File: src/rtl/cft_pkg.sv
// Purpose: Shared constants for the flush and track-format task-file pair.
// Assumes: 8-bit task-file registers, one shared clock.
// Notes: Host register map is reached over AXI4-Lite.
package cft_pkg;
  // Command codes
  localparam logic [7:0] CMD_FLUSH = 8'hE7;
  localparam logic [7:0] CMD_FLUSH_EXT = 8'hEA;
  localparam logic [7:0] CMD_FMT_TRACK = 8'h50;
  // Completion and reset values
  localparam logic [7:0] STAT_GOOD = 8'h50;
  localparam logic [7:0] STAT_RESET = 8'h50;
  localparam logic [7:0] DEV_RESET = 8'hA0;
  // Status, error and device bit positions
  localparam int ST_BUSY = 7;
  localparam int ST_RDY = 6;
  localparam int ST_DSC = 4;
  localparam int ST_ERR = 0;
  localparam int ER_IDN = 4;
  localparam int ER_ABT = 2;
  localparam int DEV_L = 6;
  // Task-file register addresses
  localparam logic [2:0] TF_ERR = 3'h1;
  localparam logic [2:0] TF_COUNT = 3'h2;
  localparam logic [2:0] TF_LOW = 3'h3;
  localparam logic [2:0] TF_MID = 3'h4;
  localparam logic [2:0] TF_HIGH = 3'h5;
  localparam logic [2:0] TF_DEV = 3'h6;
  localparam logic [2:0] TF_CMD = 3'h7;
  // Host register byte offsets and bit positions
  localparam logic [4:0] REG_CMD = 5'h00;
  localparam logic [4:0] REG_ADDR = 5'h04;
  localparam logic [4:0] REG_CTRL = 5'h08;
  localparam logic [4:0] REG_STATUS = 5'h0C;
  localparam logic [4:0] REG_RESULT = 5'h10;
  localparam logic [4:0] REG_IRQ = 5'h14;
  localparam logic [4:0] REG_MASK = 5'h18;
  localparam int CTRL_L = 0;
  localparam int CTRL_GO = 1;
  localparam int IRQ_DONE = 0;
  localparam int IRQ_FAIL = 1;
  // Host sequence steps
  localparam logic [3:0] STEP_CMD = 4'h4;
  localparam logic [3:0] STEP_STAT = 4'h5;
  localparam logic [3:0] STEP_ERR = 4'h6;
  localparam logic [3:0] STEP_LAST = 4'hA;
  typedef enum logic [1:0] {
    DS_IDLE = 2'b00,
    DS_FLUSH = 2'b01,
    DS_FMT = 2'b10,
    DS_WAIT = 2'b11
  } cft_dstate_t;
  typedef enum logic [1:0] {
    HS_IDLE = 2'b00,
    HS_ISSUE = 2'b01,
    HS_WAIT = 2'b10
  } cft_hstate_t;
endpackage
File: src/rtl/cft_if.sv
// Purpose: Task-file register port between controller and drive.
// Assumes: Both ends on clk; reads answer one cycle later.
// Notes: write and read are one-cycle strobes.
`timescale 1ns/10ps
`default_nettype none
interface cft_if;
  logic [2:0] addr;
  logic [7:0] wdata;
  logic write;
  logic read;
  logic [7:0] rdata;
  logic rvalid;
  modport dev (input addr, input wdata, input write, input read,
               output rdata, output rvalid);
  modport host (output addr, output wdata, output write, output read,
                input rdata, input rvalid);
endinterface
`default_nettype wire

File: src/rtl/cft_host.sv
// Purpose: Controller end: AXI4-Lite registers drive task-file sequences.
// Assumes: Software waits for REG_STATUS busy clear before a new go.
// Notes: Polls status until busy clears, then collects results.
`timescale 1ns/10ps
`default_nettype none
module cft_host
  import cft_pkg::*;
(
  // Clock and reset
  input wire logic clk,
  input wire logic rst_n,
  // AXI4-Lite slave
  input wire logic [4:0] s_axi_awaddr,
  input wire logic s_axi_awvalid,
  output logic s_axi_awready,
  input wire logic [31:0] s_axi_wdata,
  input wire logic [3:0] s_axi_wstrb,
  input wire logic s_axi_wvalid,
  output logic s_axi_wready,
  output logic [1:0] s_axi_bresp,
  output logic s_axi_bvalid,
  input wire logic s_axi_bready,
  input wire logic [4:0] s_axi_araddr,
  input wire logic s_axi_arvalid,
  output logic s_axi_arready,
  output logic [31:0] s_axi_rdata,
  output logic [1:0] s_axi_rresp,
  output logic s_axi_rvalid,
  input wire logic s_axi_rready,
  // Interrupt
  output logic irq,
  // Task-file port
  cft_if.host tf
);
  cft_hstate_t state;
  logic [3:0] step;
  logic [7:0] cmdReg;
  logic [27:0] addrReg;
  logic lMode;
  logic [7:0] statSeen;
  logic [7:0] errSeen;
  logic [27:0] result;
  logic [1:0] irqStat;
  logic [1:0] irqMask;

  // Decoding
  wire wrTake = s_axi_awvalid && s_axi_wvalid && s_axi_awready;
  wire rdTake = s_axi_arvalid && s_axi_arready;
  wire busy = (state != HS_IDLE);
  wire goWrite = wrTake && (s_axi_awaddr == REG_CTRL) && s_axi_wstrb[0] &&
                 s_axi_wdata[CTRL_GO] && !busy;
  wire fmtCmd = (cmdReg == CMD_FMT_TRACK);
  wire [7:0] stepData =
    (step == 4'h0) ? addrReg[7:0] : (step == 4'h1) ? addrReg[15:8] :
    (step == 4'h2) ? addrReg[23:16] :
    (step == 4'h3) ? {1'b1, lMode, 2'b10, addrReg[27:24]} : cmdReg;
  wire [2:0] stepAddr =
    (step == 4'h0 || step == 4'h7) ? TF_LOW :
    (step == 4'h1 || step == 4'h8) ? TF_MID :
    (step == 4'h2 || step == 4'h9) ? TF_HIGH :
    (step == 4'h3 || step == STEP_LAST) ? TF_DEV :
    (step == STEP_ERR) ? TF_ERR : TF_CMD;
  wire finish = state == HS_WAIT && tf.rvalid &&
                ((step == STEP_ERR && !(fmtCmd && lMode)) ||
                 step == STEP_LAST);
  wire rdMapped = s_axi_araddr <= REG_MASK && s_axi_araddr[1:0] == 2'b00;
  wire wrMapped = s_axi_awaddr <= REG_MASK && s_axi_awaddr[1:0] == 2'b00;
  wire irqRead = rdTake && (s_axi_araddr == REG_IRQ);
  // On the error read errSeen still holds the previous command's code
  wire errNow = (step == STEP_ERR) ? (tf.rdata != 8'h00) :
                (errSeen != 8'h00);
  wire [1:0] irqSet = {finish && errNow, finish};
  wire [31:0] readMux =
    (s_axi_araddr == REG_CMD) ? {24'h000000, cmdReg} :
    (s_axi_araddr == REG_ADDR) ? {4'h0, addrReg} :
    (s_axi_araddr == REG_CTRL) ? {31'h00000000, lMode} :
    (s_axi_araddr == REG_STATUS) ? {15'h0000, busy, errSeen, statSeen} :
    (s_axi_araddr == REG_RESULT) ? {4'h0, result} :
    (s_axi_araddr == REG_IRQ) ? {30'h00000000, irqStat} :
    (s_axi_araddr == REG_MASK) ? {30'h00000000, irqMask} : 32'h00000000;

  // AXI handshakes
  always_ff @(posedge clk or negedge rst_n) begin
    if (!rst_n) begin
      s_axi_awready <= 1'b0;
      s_axi_wready <= 1'b0;
      s_axi_bvalid <= 1'b0;
      s_axi_bresp <= 2'b00;
      s_axi_arready <= 1'b0;
      s_axi_rvalid <= 1'b0;
      s_axi_rresp <= 2'b00;
      s_axi_rdata <= 32'h00000000;
    end else begin
      s_axi_awready <= s_axi_awvalid && s_axi_wvalid && !s_axi_awready &&
                       !s_axi_bvalid;
      s_axi_wready <= s_axi_awvalid && s_axi_wvalid && !s_axi_awready &&
                      !s_axi_bvalid;
      if (wrTake) begin
        s_axi_bvalid <= 1'b1;
        s_axi_bresp <= wrMapped ? 2'b00 : 2'b10;
      end else if (s_axi_bready) begin
        s_axi_bvalid <= 1'b0;
      end
      s_axi_arready <= s_axi_arvalid && !s_axi_arready && !s_axi_rvalid;
      if (rdTake) begin
        s_axi_rvalid <= 1'b1;
        s_axi_rresp <= rdMapped ? 2'b00 : 2'b10;
        s_axi_rdata <= readMux;
      end else if (s_axi_rready) begin
        s_axi_rvalid <= 1'b0;
      end
    end
  end

  // Software registers and interrupt
  always_ff @(posedge clk or negedge rst_n) begin
    if (!rst_n) begin
      cmdReg <= 8'h00;
      addrReg <= 28'h0000000;
      lMode <= 1'b0;
      irqMask <= 2'b00;
      irqStat <= 2'b00;
      irq <= 1'b0;
    end else begin
      // Command, address and mode settings are frozen while a command runs.
      if (wrTake && !busy && s_axi_awaddr == REG_CMD && s_axi_wstrb[0]) begin
        cmdReg <= s_axi_wdata[7:0];
      end
      if (wrTake && !busy && s_axi_awaddr == REG_ADDR) begin
        addrReg <= {s_axi_wstrb[3] ? s_axi_wdata[27:24] : addrReg[27:24],
                    s_axi_wstrb[2] ? s_axi_wdata[23:16] : addrReg[23:16],
                    s_axi_wstrb[1] ? s_axi_wdata[15:8] : addrReg[15:8],
                    s_axi_wstrb[0] ? s_axi_wdata[7:0] : addrReg[7:0]};
      end
      if (wrTake && !busy && s_axi_awaddr == REG_CTRL && s_axi_wstrb[0]) begin
        lMode <= s_axi_wdata[CTRL_L];
      end
      if (wrTake && s_axi_awaddr == REG_MASK && s_axi_wstrb[0]) begin
        irqMask <= s_axi_wdata[1:0];
      end
      // A new event wins over the clearing read.
      irqStat <= (irqRead ? 2'b00 : irqStat) | irqSet;
      irq <= |(((irqRead ? 2'b00 : irqStat) | irqSet) & irqMask);
    end
  end

  // Task-file sequencer
  always_ff @(posedge clk or negedge rst_n) begin
    if (!rst_n) begin
      state <= HS_IDLE;
      step <= 4'h0;
      statSeen <= STAT_RESET;
      errSeen <= 8'h00;
      result <= 28'h0000000;
      tf.addr <= TF_CMD;
      tf.wdata <= 8'h00;
      tf.write <= 1'b0;
      tf.read <= 1'b0;
    end else begin
      tf.write <= 1'b0;
      tf.read <= 1'b0;
      unique case (state)
        HS_IDLE: begin
          if (goWrite) begin
            state <= HS_ISSUE;
            step <= fmtCmd ? 4'h0 : STEP_CMD;
          end
        end
        HS_ISSUE: begin
          tf.addr <= stepAddr;
          tf.wdata <= stepData;
          if (step <= STEP_CMD) begin
            tf.write <= 1'b1;
            step <= step + 4'h1;
          end else begin
            tf.read <= 1'b1;
            state <= HS_WAIT;
          end
        end
        HS_WAIT: begin
          if (tf.rvalid) begin
            state <= finish ? HS_IDLE : HS_ISSUE;
            if (step == STEP_STAT) begin
              statSeen <= tf.rdata;
              // Nothing else is trusted until busy drops.
              if (!tf.rdata[ST_BUSY]) begin
                step <= STEP_ERR;
              end
            end else begin
              step <= step + 4'h1;
            end
            if (step == STEP_ERR) begin
              errSeen <= tf.rdata;
            end
            if (step == 4'h7) begin
              result[7:0] <= tf.rdata;
            end
            if (step == 4'h8) begin
              result[15:8] <= tf.rdata;
            end
            if (step == 4'h9) begin
              result[23:16] <= tf.rdata;
            end
            if (step == STEP_LAST) begin
              result[27:24] <= tf.rdata[3:0];
            end
          end
        end
        default: begin
          state <= HS_IDLE;
        end
      endcase
    end
  end
endmodule
`default_nettype wire

File: src/flat_wrapper.sv
// flat-port wrapper written by rule: the top's interface ports become plain ports
module cft_host_flat import cft_pkg::*;
  (clk, rst_n, s_axi_awaddr, s_axi_awvalid, s_axi_awready, s_axi_wdata, s_axi_wstrb, s_axi_wvalid, s_axi_wready, s_axi_bresp, s_axi_bvalid, s_axi_bready, s_axi_araddr, s_axi_arvalid, s_axi_arready, s_axi_rdata, s_axi_rresp, s_axi_rvalid, s_axi_rready, irq, tf_addr, tf_wdata, tf_write, tf_read, tf_rdata, tf_rvalid);
  cft_if tf_i ();
  input wire logic clk;
  input wire logic rst_n;
  input wire logic [4:0] s_axi_awaddr;
  input wire logic s_axi_awvalid;
  output logic s_axi_awready;
  input wire logic [31:0] s_axi_wdata;
  input wire logic [3:0] s_axi_wstrb;
  input wire logic s_axi_wvalid;
  output logic s_axi_wready;
  output logic [1:0] s_axi_bresp;
  output logic s_axi_bvalid;
  input wire logic s_axi_bready;
  input wire logic [4:0] s_axi_araddr;
  input wire logic s_axi_arvalid;
  output logic s_axi_arready;
  output logic [31:0] s_axi_rdata;
  output logic [1:0] s_axi_rresp;
  output logic s_axi_rvalid;
  input wire logic s_axi_rready;
  output logic irq;
  output wire logic [$bits(tf_i.addr)-1:0] tf_addr;
  output wire logic [$bits(tf_i.wdata)-1:0] tf_wdata;
  output wire logic [$bits(tf_i.write)-1:0] tf_write;
  output wire logic [$bits(tf_i.read)-1:0] tf_read;
  input wire logic [$bits(tf_i.rdata)-1:0] tf_rdata;
  input wire logic [$bits(tf_i.rvalid)-1:0] tf_rvalid;
  assign tf_addr = tf_i.addr;
  assign tf_wdata = tf_i.wdata;
  assign tf_write = tf_i.write;
  assign tf_read = tf_i.read;
  assign tf_i.rdata = tf_rdata;
  assign tf_i.rvalid = tf_rvalid;
  cft_host u_core (.clk(clk), .rst_n(rst_n), .s_axi_awaddr(s_axi_awaddr), .s_axi_awvalid(s_axi_awvalid), .s_axi_awready(s_axi_awready), .s_axi_wdata(s_axi_wdata), .s_axi_wstrb(s_axi_wstrb), .s_axi_wvalid(s_axi_wvalid), .s_axi_wready(s_axi_wready), .s_axi_bresp(s_axi_bresp), .s_axi_bvalid(s_axi_bvalid), .s_axi_bready(s_axi_bready), .s_axi_araddr(s_axi_araddr), .s_axi_arvalid(s_axi_arvalid), .s_axi_arready(s_axi_arready), .s_axi_rdata(s_axi_rdata), .s_axi_rresp(s_axi_rresp), .s_axi_rvalid(s_axi_rvalid), .s_axi_rready(s_axi_rready), .irq(irq), .tf(tf_i));
endmodule
File: config.mk
export PLATFORM = sky130hd
export DESIGN_NAME = cft_host_flat
export DESIGN_NICKNAME = d
export VERILOG_FILES = /design/src/rtl/cft_pkg.sv /design/src/rtl/cft_if.sv /design/src/rtl/cft_host.sv /design/src/flat_wrapper.sv
export SDC_FILE = /design/constraint.sdc
export NUM_CORES = 1
export LEC_CHECK = 0
export ABC_CLOCK_PERIOD_IN_PS = 2110
export BUFFER_PORTS_ARGS = -buffer_cell sky130_fd_sc_hd__buf_4
export CORE_ASPECT_RATIO = 0.7
export CORE_MARGIN = 5
export CORE_UTILIZATION = 56
export DETAILED_ROUTE_END_ITERATION = 7
export PLACE_DENSITY = 0.79
export SLEW_MARGIN = 30
export SYNTH_ARGS = -nofsm -noshare
export SYNTH_HDL_FRONTEND = slang
export SYNTH_SLANG_ARGS = --single-unit
File: constraint.sdc
create_clock -name clk -period 2.11 [get_ports clk]
set_input_delay 0.1055 -clock clk [delete_from_list [all_inputs] [get_ports clk]]
set_output_delay 0.1055 -clock clk [all_outputs]
set_load 0.01 [all_outputs]
; Yosys cells after proc, flatten, opt, wreduce, memory -nomap -nowiden
; Cells that the tools add are included.
[word_totals]
inputBits = 62
out_inout_bits = 55
ff_bits = 145
word_cells = 163
[classes]
mux = 40
reduce_logical = 63
n_addsub = 1
n_lt_le_gt_ge = 3
n_eq_ne = 26
bitwise_logic = 2
[ops]
columns = op, count
row1 = two-way mux 32 bit, 6
row2 = two-way mux 8 bit, 4
row3 = logical AND 1 bit, 27
row4 = AND reduction 3 bit, 7
row5 = equality test 5 bit (second input constant), 4
row6 = two-way mux 4 bit, 5
row7 = two-way mux 3 bit, 6
row8 = nonzero test 8 bit, 2
row9 = equality test 5 x 4 -> 1 bit (second input constant), 3
row10 = two-way mux 2 bit, 7
row11 = equality test 4 x 3 -> 1 bit (second input constant), 3
row12 = equality test 4 bit (second input constant), 3
row13 = one-hot mux 4 bit (3 select lines), 1
row14 = equality test 5 x 3 -> 1 bit (second input constant), 2
row15 = <= comparator 5 bit (second input constant), 2
row16 = logical NOT 5 bit, 2
row17 = two-way mux 1 bit, 10
row18 = equality test 4 x 2 -> 1 bit (second input constant), 2
row19 = equality test 8 x 7 -> 1 bit (second input constant), 1
row20 = AND reduction 2 bit, 4
row21 = logical NOT 1 bit, 6
row22 = logical NOT 2 bit, 3
row23 = one-hot mux 2 bit (3 select lines), 1
row24 = nonzero test 2 bit, 3
row25 = 15 further kinds, 21

; Logic depth before layout (Yosys ltp)
; Gate-level depths: netlist of run 1.
[logic_depth]
depth_word = 10
depth_mapped = 8
ltp_nobuf = 7

; Least setup slack after synthesis of run 1
; OpenSTA, ideal clock, no wires.
[synth_timing]
path_type = register -> register
startpoint = register u_core.step[0]
endpoint = register u_core.step[3]
arrival_ns = 1.719
slack_ns = 0.262
synth_period_minus_slack_ns = 1.848
setup_ns = 0.129
required_ns = 1.981
path_stages_with_launch = 9
cell_sequence = dfrtp_1 > inv_1 > ha_1 > clkbuf_1 > nand2b_1 > a21oi_1 > a2111oi_4 > mux2i_1 > o21ai_1
[synth_between]
elab_chain_len = 4
word_cells_on_any_way = 10
[synth_lines]
columns = item, line_no
row1 = "start, declared", cft_host.sv:36  ; logic [3:0] step;
row2 = "start signal, assigned", cft_host.sv:166  ; step <= fmtCmd ? 4'h0 : STEP_CMD;
row3 = "start signal, assigned", cft_host.sv:174  ; step <= step + 4'h1;
row4 = "start signal, assigned", cft_host.sv:190  ; step <= step + 4'h1;
row5 = adder 4 x 1 -> 4 bit / equality test 4 x 3 -> 1 bit (equally long branches), "cft_host.sv:174, cft_host.sv:190, cft_host.sv:183"
row6 = two-way mux 4 bit, cft_host.sv:183  ; if (step == STEP_STAT) begin
row7 = two-way mux 4 bit, cft_host.sv:181  ; if (tf.rvalid) begin
row8 = one-hot mux 4 bit (3 select lines), cft_host.sv:162  ; unique case (state)
; Parallel ways exist; a longest one is shown, timed or not. The select of a mux whose other input is x is not followed.
; A chain may end at the register's enable or synchronous reset.

; Worst setup path after layout of run 1
[layout_timing]
startpoint = register u_core.state[0]
endpoint = register u_core.addrReg[11]
[layout_between]
elab_chain_len = 5
[layout_lines]
columns = item, line_no
row1 = "start, declared", cft_host.sv:35  ; cft_hstate_t state;
row2 = "start signal, assigned", cft_host.sv:182  ; state <= finish ? HS_IDLE : HS_ISSUE;
row3 = nonzero test 2 bit, cft_host.sv:49  ; wire busy = (state != HS_IDLE);
row4 = logical NOT 1 bit, cft_host.sv:129  ; if (wrTake && !busy && s_axi_awaddr == REG_ADDR) begin
row5 = logical AND 1 bit (2 in series), cft_host.sv:129
row6 = AND reduction 2 bit (no line), --
row7 = "end signal, assigned", cft_host.sv:130  ; addrReg <= {s_axi_wstrb[3] ? s_axi_wdata[27:24] : addrReg[27:24],
row8 = "end, declared", cft_host.sv:38  ; logic [27:0] addrReg;
; No other way between the ends.

==> results of run 1 <==
==> area by class of cell <==
| class | instances | share of cell area [%] |
|---|---|---|
| flip-flops and latches | 139 | 39.7 |
| multi-input cells | 397 | 32.5 |
| repair buffers | 191 | 17.9 |
| clock buffers | 19 | 5.05 |
| well taps | 157 | 2.24 |
| clock inverters | 11 | 1.94 |
| inverters | 16 | 0.684 |
==> power breakdown <==
part / internal (µW) / total, µW / switching (µW)
logic: 1320 / 2860 / 1540
registers: 3150 / 3530 / 376
clock network: 1990 / 3150 / 1160
total: 6460 / 9540 / 3070
==> repair_timing <==
action / CTS / global route
hold buffers: 39 / 0
endpoints found under the hold margin: 114 / 0
setup buffers: 0 / 1
resized for setup: 0 / 5
setup endpoints to repair: 0 / 4
==> cell usage after synthesis (4+ instances only) <==
| cell type | n |
|---|---|
| o21ai_0 | 48 |
| a221oi_1 | 7 |
| o41ai_1 | 5 |
| ha_1 | 8 |
| clkbuf_1 | 16 |
| nand3b_1 | 4 |
| a22oi_1 | 13 |
| mux2i_1 | 5 |
| and3_1 | 4 |
| a21oi_1 | 21 |
| mux2_2 | 81 |
| nand3_1 | 9 |
| buf_4 | 8 |
| dfstp_2 | 5 |
| buf_2 | 9 |
| dfrtp_1 | 134 |
| a31oi_1 | 4 |
| a2111oi_0 | 4 |
| nor4_1 | 4 |
| nor2b_1 | 4 |
| nand2b_1 | 5 |
| a22o_1 | 15 |
| nor3_1 | 9 |
| nor4b_1 | 4 |
| nor2_1 | 30 |
| nand2_1 | 58 |
| a311oi_1 | 4 |
| inv_1 | 15 |
==> worst paths after layout <==
kind | startpoint | endpoint | slack [ns] | cells after the start
max | u_core.state[0] | u_core.addrReg[11] | 0.09 | 8
min | tf_rdata[6] | u_core.result[22] | 0.0005 | 2
max reg2reg | u_core.state[0] | u_core.addrReg[11] | 0.09 | 8
min reg2reg | u_core.s_axi_rdata[6] | u_core.s_axi_rdata[6] | 0.48 | 2
max in group asynchronous | rst_n | u_core.errSeen[2] | 1.17 | 3
min in group asynchronous | rst_n | u_core.addrReg[1] | 0.23 | 2
==> state kept, by name, indices dropped and copies added (netlist names), 2 cells and up <==
name	cells
u_core.addrReg	28
u_core.cmdReg	8
u_core.errSeen	8
u_core.irqMask	2
u_core.irqStat	2
u_core.result	28
u_core.s_axi_rdata	28
u_core.statSeen	8
u_core.state	2
u_core.step	4
u_core.tf.addr	3
u_core.tf.wdata	8
==> per-stage QoR <==
stage | utilization, % | area (µm²) | instances | power, µW | hold slack (ns)
floorplan | - | 6560 | 586 | 4940 | -0.190
global placement | 67.1 | 7760 | 860 | 6090 | 0.131
detailed placement | 67.1 | 7760 | 860 | 6240 | 0.136
CTS | 75.8 | 8760 | 929 | 9430 | 0.000197
global route | 75.9 | 8780 | 930 | 9940 | 0.00290
finish | 75.9 | 8780 | 930 | 9540 | 0.000538
==> cell families after synthesis <==
group / count (synthesis) / share of synthesized area (%)
muxes: 86 / 14.7
other: 1 / 0.0573
adders and majority gates: 8 / 1.53
buffers and inverters: 50 / 3.50
and+or+nand+nor: 150 / 11.4
DFF: 139 / 53.3
AOI/OAI and AO/OA: 147 / 15.5
==> layout by cell type (no fill, tap or decap), types with 3 or more instances in the layout <==
cell and count:
and2_1 3, nor2_1 30, a22oi_1 13, dfstp_2 5, nand2_2 3, mux2i_1 5, a21oi_1 21, nand3_1 9
ha_1 8, nor2b_1 3, inv_1 15, a21o_1 3, a31oi_1 4, bufinv_16 4, nor4b_1 4, a222oi_1 3
a221oi_1 7, clkinvlp_4 3, buf_4 148, o21ai_1 4, buf_12 3, a22o_1 15, nand2_1 58, nand2b_1 5
dfrtp_1 134, dlygate4sd3_1 39, nand3b_1 4, conb_1 6, clkbuf_16 17, a311oi_1 4, mux2_2 81, a2111oi_0 3
and3_1 4, o21ai_0 45, o41ai_1 5, o31ai_1 3, nor3_1 9, nor4_1 4
==> per-layer routing <==
layer	global-route usage [%]	up-vias
li1	-	2479
met1	41.9	2853
met2	49.1	339
met3	6.05	39
met4	8.57	0
met5	0	-
==> results.toml, run 1 <==
[detailed_routing]
route.detailed.drc = 0
drt-met1-wl_um = 8530
met2_length_um = 9860
wire_per_inst_um = 22.2
via_per_inst = 6.14
vias = 5710
highest_layer = "met4"
final_antenna_net_count = 0
dr_wl_met3_um = 1810
first_iter_violations = 642
drt-pass1-iter-count = 5
drt_wl_total_um = 20600

[timing]
slew_viol_final = 0
hold_viol = 0
min_period_ns = 2.02
rsz0062_at_grt = "no"
finalSetupViolCount = 0
setup_ws_ns = 0.0942
fin_skew_ns = 0.0135
max_freq_mhz = 496
final.period_utilization_pct = 95.5
slew_headroom_pct = 58.0
tightest_slew_ns = 0.614
finalSetupTns_ns = 0

[worst_setup_path]
cp_common_cell = "buf_4"
slowest_delay_ns = 0.41
crit_path_top_delay_cell = "dfrtp_1"
worst-path-buf-inv = 3
path_cells = "inv_1 > ha_1 > nand2_1 > nor4_4 > buf_4 > nand2_2 > buf_4 > mux2_2"
path_max_fanout = 8
critPathKind = "reg -> reg"
critical_path_arrival_ns = 2.32
path_delay_family = "buffers and inverters"
endpoint_kind = "flip-flop"
required_ns = 2.41
critPathLaunchType = "flip-flop"

[finish]
nNetsFinal = 832
multiInputGateArea_um2 = 2850
num_antenna_cells = 0
ff_latch_area_um2 = 3480
drive_gt1_share_pct = 36.1
syn_to_final_growth_pct = 34.2
nFillCells = 766

[floorplanning]
die_h_um = 100
dieArea_um2 = 14000
start_util_pct = 56.6
dieWidth_um = 139
num_rows = 33
ios = 117
coreArea_um2 = 11600

[logic_synthesis]
ys_top_cells_by_area = "dfrtp_1 51%, mux2_2 14%, o21ai_0 3.7%"
synth_async_sr_flop_share_pct = 100
syn_area_per_cell_um2 = 11.3
ys.flop_type = "dfrtp_1"
synthCells = 581
yosysWarnings = 0
ys_ff_latch = 139
synth_top_cell_by_area = "dfrtp_1"
synth_seq_area_share_pct = 53.3
synth_edf_count = 0
synth.distinct_cells = 63
synthesis.area_um2 = 6540
yosys.area.top_type_share_pct = 51.3

[grt]
grt_max_degree = 67
grt_pass1_vias = 5832
grt_overflow = 0
grt_usage_pct = 30.2
grt_pass1_wl_um = 32400
grt_antenna_before_repair = 0

[clocking]
max-clock-path-buffers = 2
clockRootBuffer = "clkbuf_16"
cts_tree = "done"
cts_sinks = 139
clk_pin_slew_ns = 0.06
cts_buffers = 17
cts_htree_levels = 4
clock_latency_ns = 0.43

[placed_design]
dp_hpwl_um = 14400
io_buffers = 106
pre_cts_ws_ns = 0.114
place_congestion = 0.952

[power_and_ir_drop]
leakagePower_uw = 0.00426
peakVddDrop_v = 0.000844
power_density_nw_per_um2 = 1090

[worst_hold_path]
hold_path.class = "in -> reg"

[job]
maxCapViolCount = 0

[status]
run_status = "finished, final reports clean"
Power figures use the tool's default switching activity.
==> run 2, diff against run 1 <==
GPL_TIMING_DRIVEN = 0   (was unset)
==> run 2 against run 1 <==
Wire length is 1.2% lower. Via count fell by 1.5%. Global-route usage fell by 0.45 points. Final cell count fell by 0.65%. Sequential cell count did not move. Largest power group unchanged. Cell area down 1.1%. Non-clock buffer count fell by 7. Total power fell by 4.2%. Register-to-register slack worse by 0.05 ns. Largest cell class unchanged. Worst setup slack worse by 0.046 ns. Critical endpoint is now u_core.tf.wdata[2]. First-iteration DRC count shrank 10%. Hold slack improved by 0.022 ns.
==> results.toml, run 2 (synthesized netlist as in run 1, its figures left out) <==
[grt]
grt_usage_pct = 29.7
grt_max_degree = 75
grt_overflow = 0
grt_use_met2_pct = 47.9
use_met3_pct = 6.71
grtUsageMet1_pct = 41.0
top_usage_layer = "met2"
grt_pass1_wl_um = 32100
grt_pass1_vias = 5709
grt_antenna_before_repair = 0

[clocking]
cts_sinks = 139
clockRootBuffer = "clkbuf_16"
cts_htree_levels = 4
clk_pin_slew_ns = 0.06
cts_buffers = 17
max-clock-path-buffers = 2
cts_tree = "done"
clock_latency_ns = 0.42

[timing]
fin_skew_ns = 0.00624
slew_viol_final = 0
finalSetupTns_ns = 0
final.period_utilization_pct = 97.7
hold_viol = 0
tightest_slew_ns = 0.810
finalSetupViolCount = 0
whs_ns = 0.0222
slew_headroom_pct = 45.5
rsz0062_at_grt = "yes"
max_freq_mhz = 485
min_period_ns = 2.06

[power_and_ir_drop]
p_clk_share_pct = 32.1
pwr-share-comb_pct = 29.7
power_density_nw_per_um2 = 1050
internal_power_uw = 6030
switching_power_uw = 3110
p_total_uw = 9130
sequentialPowerShare_pct = 38.2
peakVddDrop_v = 0.000667
switching_share_pct = 34.0
leakagePower_uw = 0.00419

[detailed_routing]
wire_per_inst_um = 22.0
first_iter_violations = 578
vias = 5622
final_antenna_net_count = 0
via_per_inst = 6.08
drt_wl_total_um = 20400
drt-pass1-iter-count = 8
route.detailed.drc = 0

[worst_setup_path]
reg2reg_slack_ns = 0.05
path_max_fanout = 10
r2r-start = "u_core.step[1]"
endpoint_kind = "flip-flop"
critPathKind = "reg -> reg"
critical_path_arrival_ns = 2.33
critPathLaunchType = "flip-flop"
required_ns = 2.38
r2r_cells = 7
crit_start = "u_core.step[1]"
r2r_end = "u_core.tf.wdata[2]"

[floorplanning]
ios = 117
dieArea_um2 = 14000
num_rows = 33
start_util_pct = 56.6
die_h_um = 100
dieWidth_um = 139
coreArea_um2 = 11600

[finish]
ff_latch_area_um2 = 3480
nFillCells = 796
multiInputGateArea_um2 = 2930
top_regs = "u_core.addrReg x28, u_core.result x28, u_core.s_axi_rdata x28"
nNetsFinal = 825
drive_gt1_share_pct = 35.6
stdcell_count = 924
final_area_um2 = 8680
syn_to_final_growth_pct = 32.7
final_cell_mix = "134 x dfrtp_1, 116 x buf_4, 81 x mux2_2"
layout_commonest_cell = "dfrtp_1"
num_antenna_cells = 0

[placed_design]
place_congestion = 0.913
place_area_um2 = 7580
io_buffers = 105
dp_hpwl_um = 14300
dp.cells = 849

[job]
maxCapViolCount = 0

[worst_hold_path]
min_to = "u_core.result[27]"
min-delay-start = "tf_rdata[3]"
hold_path_depth = 2
hold_path.class = "in -> reg"

[status]
run_status = "finished, final reports clean"
[run 2: cell type report]
class,instances,share of cell area [%]
Sequential cell,139,40.2
Multi-Input combinational cell,397,33.7
Timing Repair Buffer,151,14.6
Clock buffer,18,4.95
Tap cell,157,2.26
Buffer,33,1.98
Clock inverter,13,1.66
Inverter,16,0.692
[run 2: metal layers]
metal	up-vias	routed length (µm)
li1	2472	-
met1	2833	8690
met2	277	9630
met3	40	1650
met4	0	396
met5	-	0
[run 2: worst max path at each step]
stage | endpoint | slack (ns)
floorplan | u_core.step[3] | 0.26
global placement | u_core.irq | -0.38
detailed placement | u_core.irq | -0.43
CTS | u_core.state[0] | -0.05
global route | u_core.tf.wdata[2] | -0.05
finish | u_core.tf.wdata[2] | 0.05
[run 2: power by group through the flow]
stage	Combinational (µW)	Clock, µW	Sequential [µW]
after floorplan	1470	0	3470
after global placement	2330	0	3480
after detailed placement	2390	0	3510
after CTS	2540	2940	3480
after global routing	2930	3070	3540
final	2710	2930	3490
[run 2: worst max-delay path, cell delays in order (launching register included)]
cell and delay (ns):
dfrtp_1 0.42, inv_1 0.11, ha_1 0.19, clkbuf_2 0.25, nand2_1 0.23, nand3_1 0.22, a221oi_1 0.09, a2111oi_1 0.41
[run 2: timing repair]
action                                  CTS  global route
hold buffers                             40             0
endpoints found under the setup margin   62            64
buffers inserted                          1             4
resized for setup                        13            20
pin swaps                                 2             1
endpoints found under the hold margin   124             0
[run 2: stage by stage]
step | utilization, % | worst slack [ns]
2_1_floorplan | - | 0.262
3_3_place_gp | 65.2 | -0.377
3_5_place_dp | 65.6 | -0.431
4_1_cts | 74.2 | -0.0515
5_1_grt | 75.0 | -0.0521
6_report | 75.0 | 0.0485
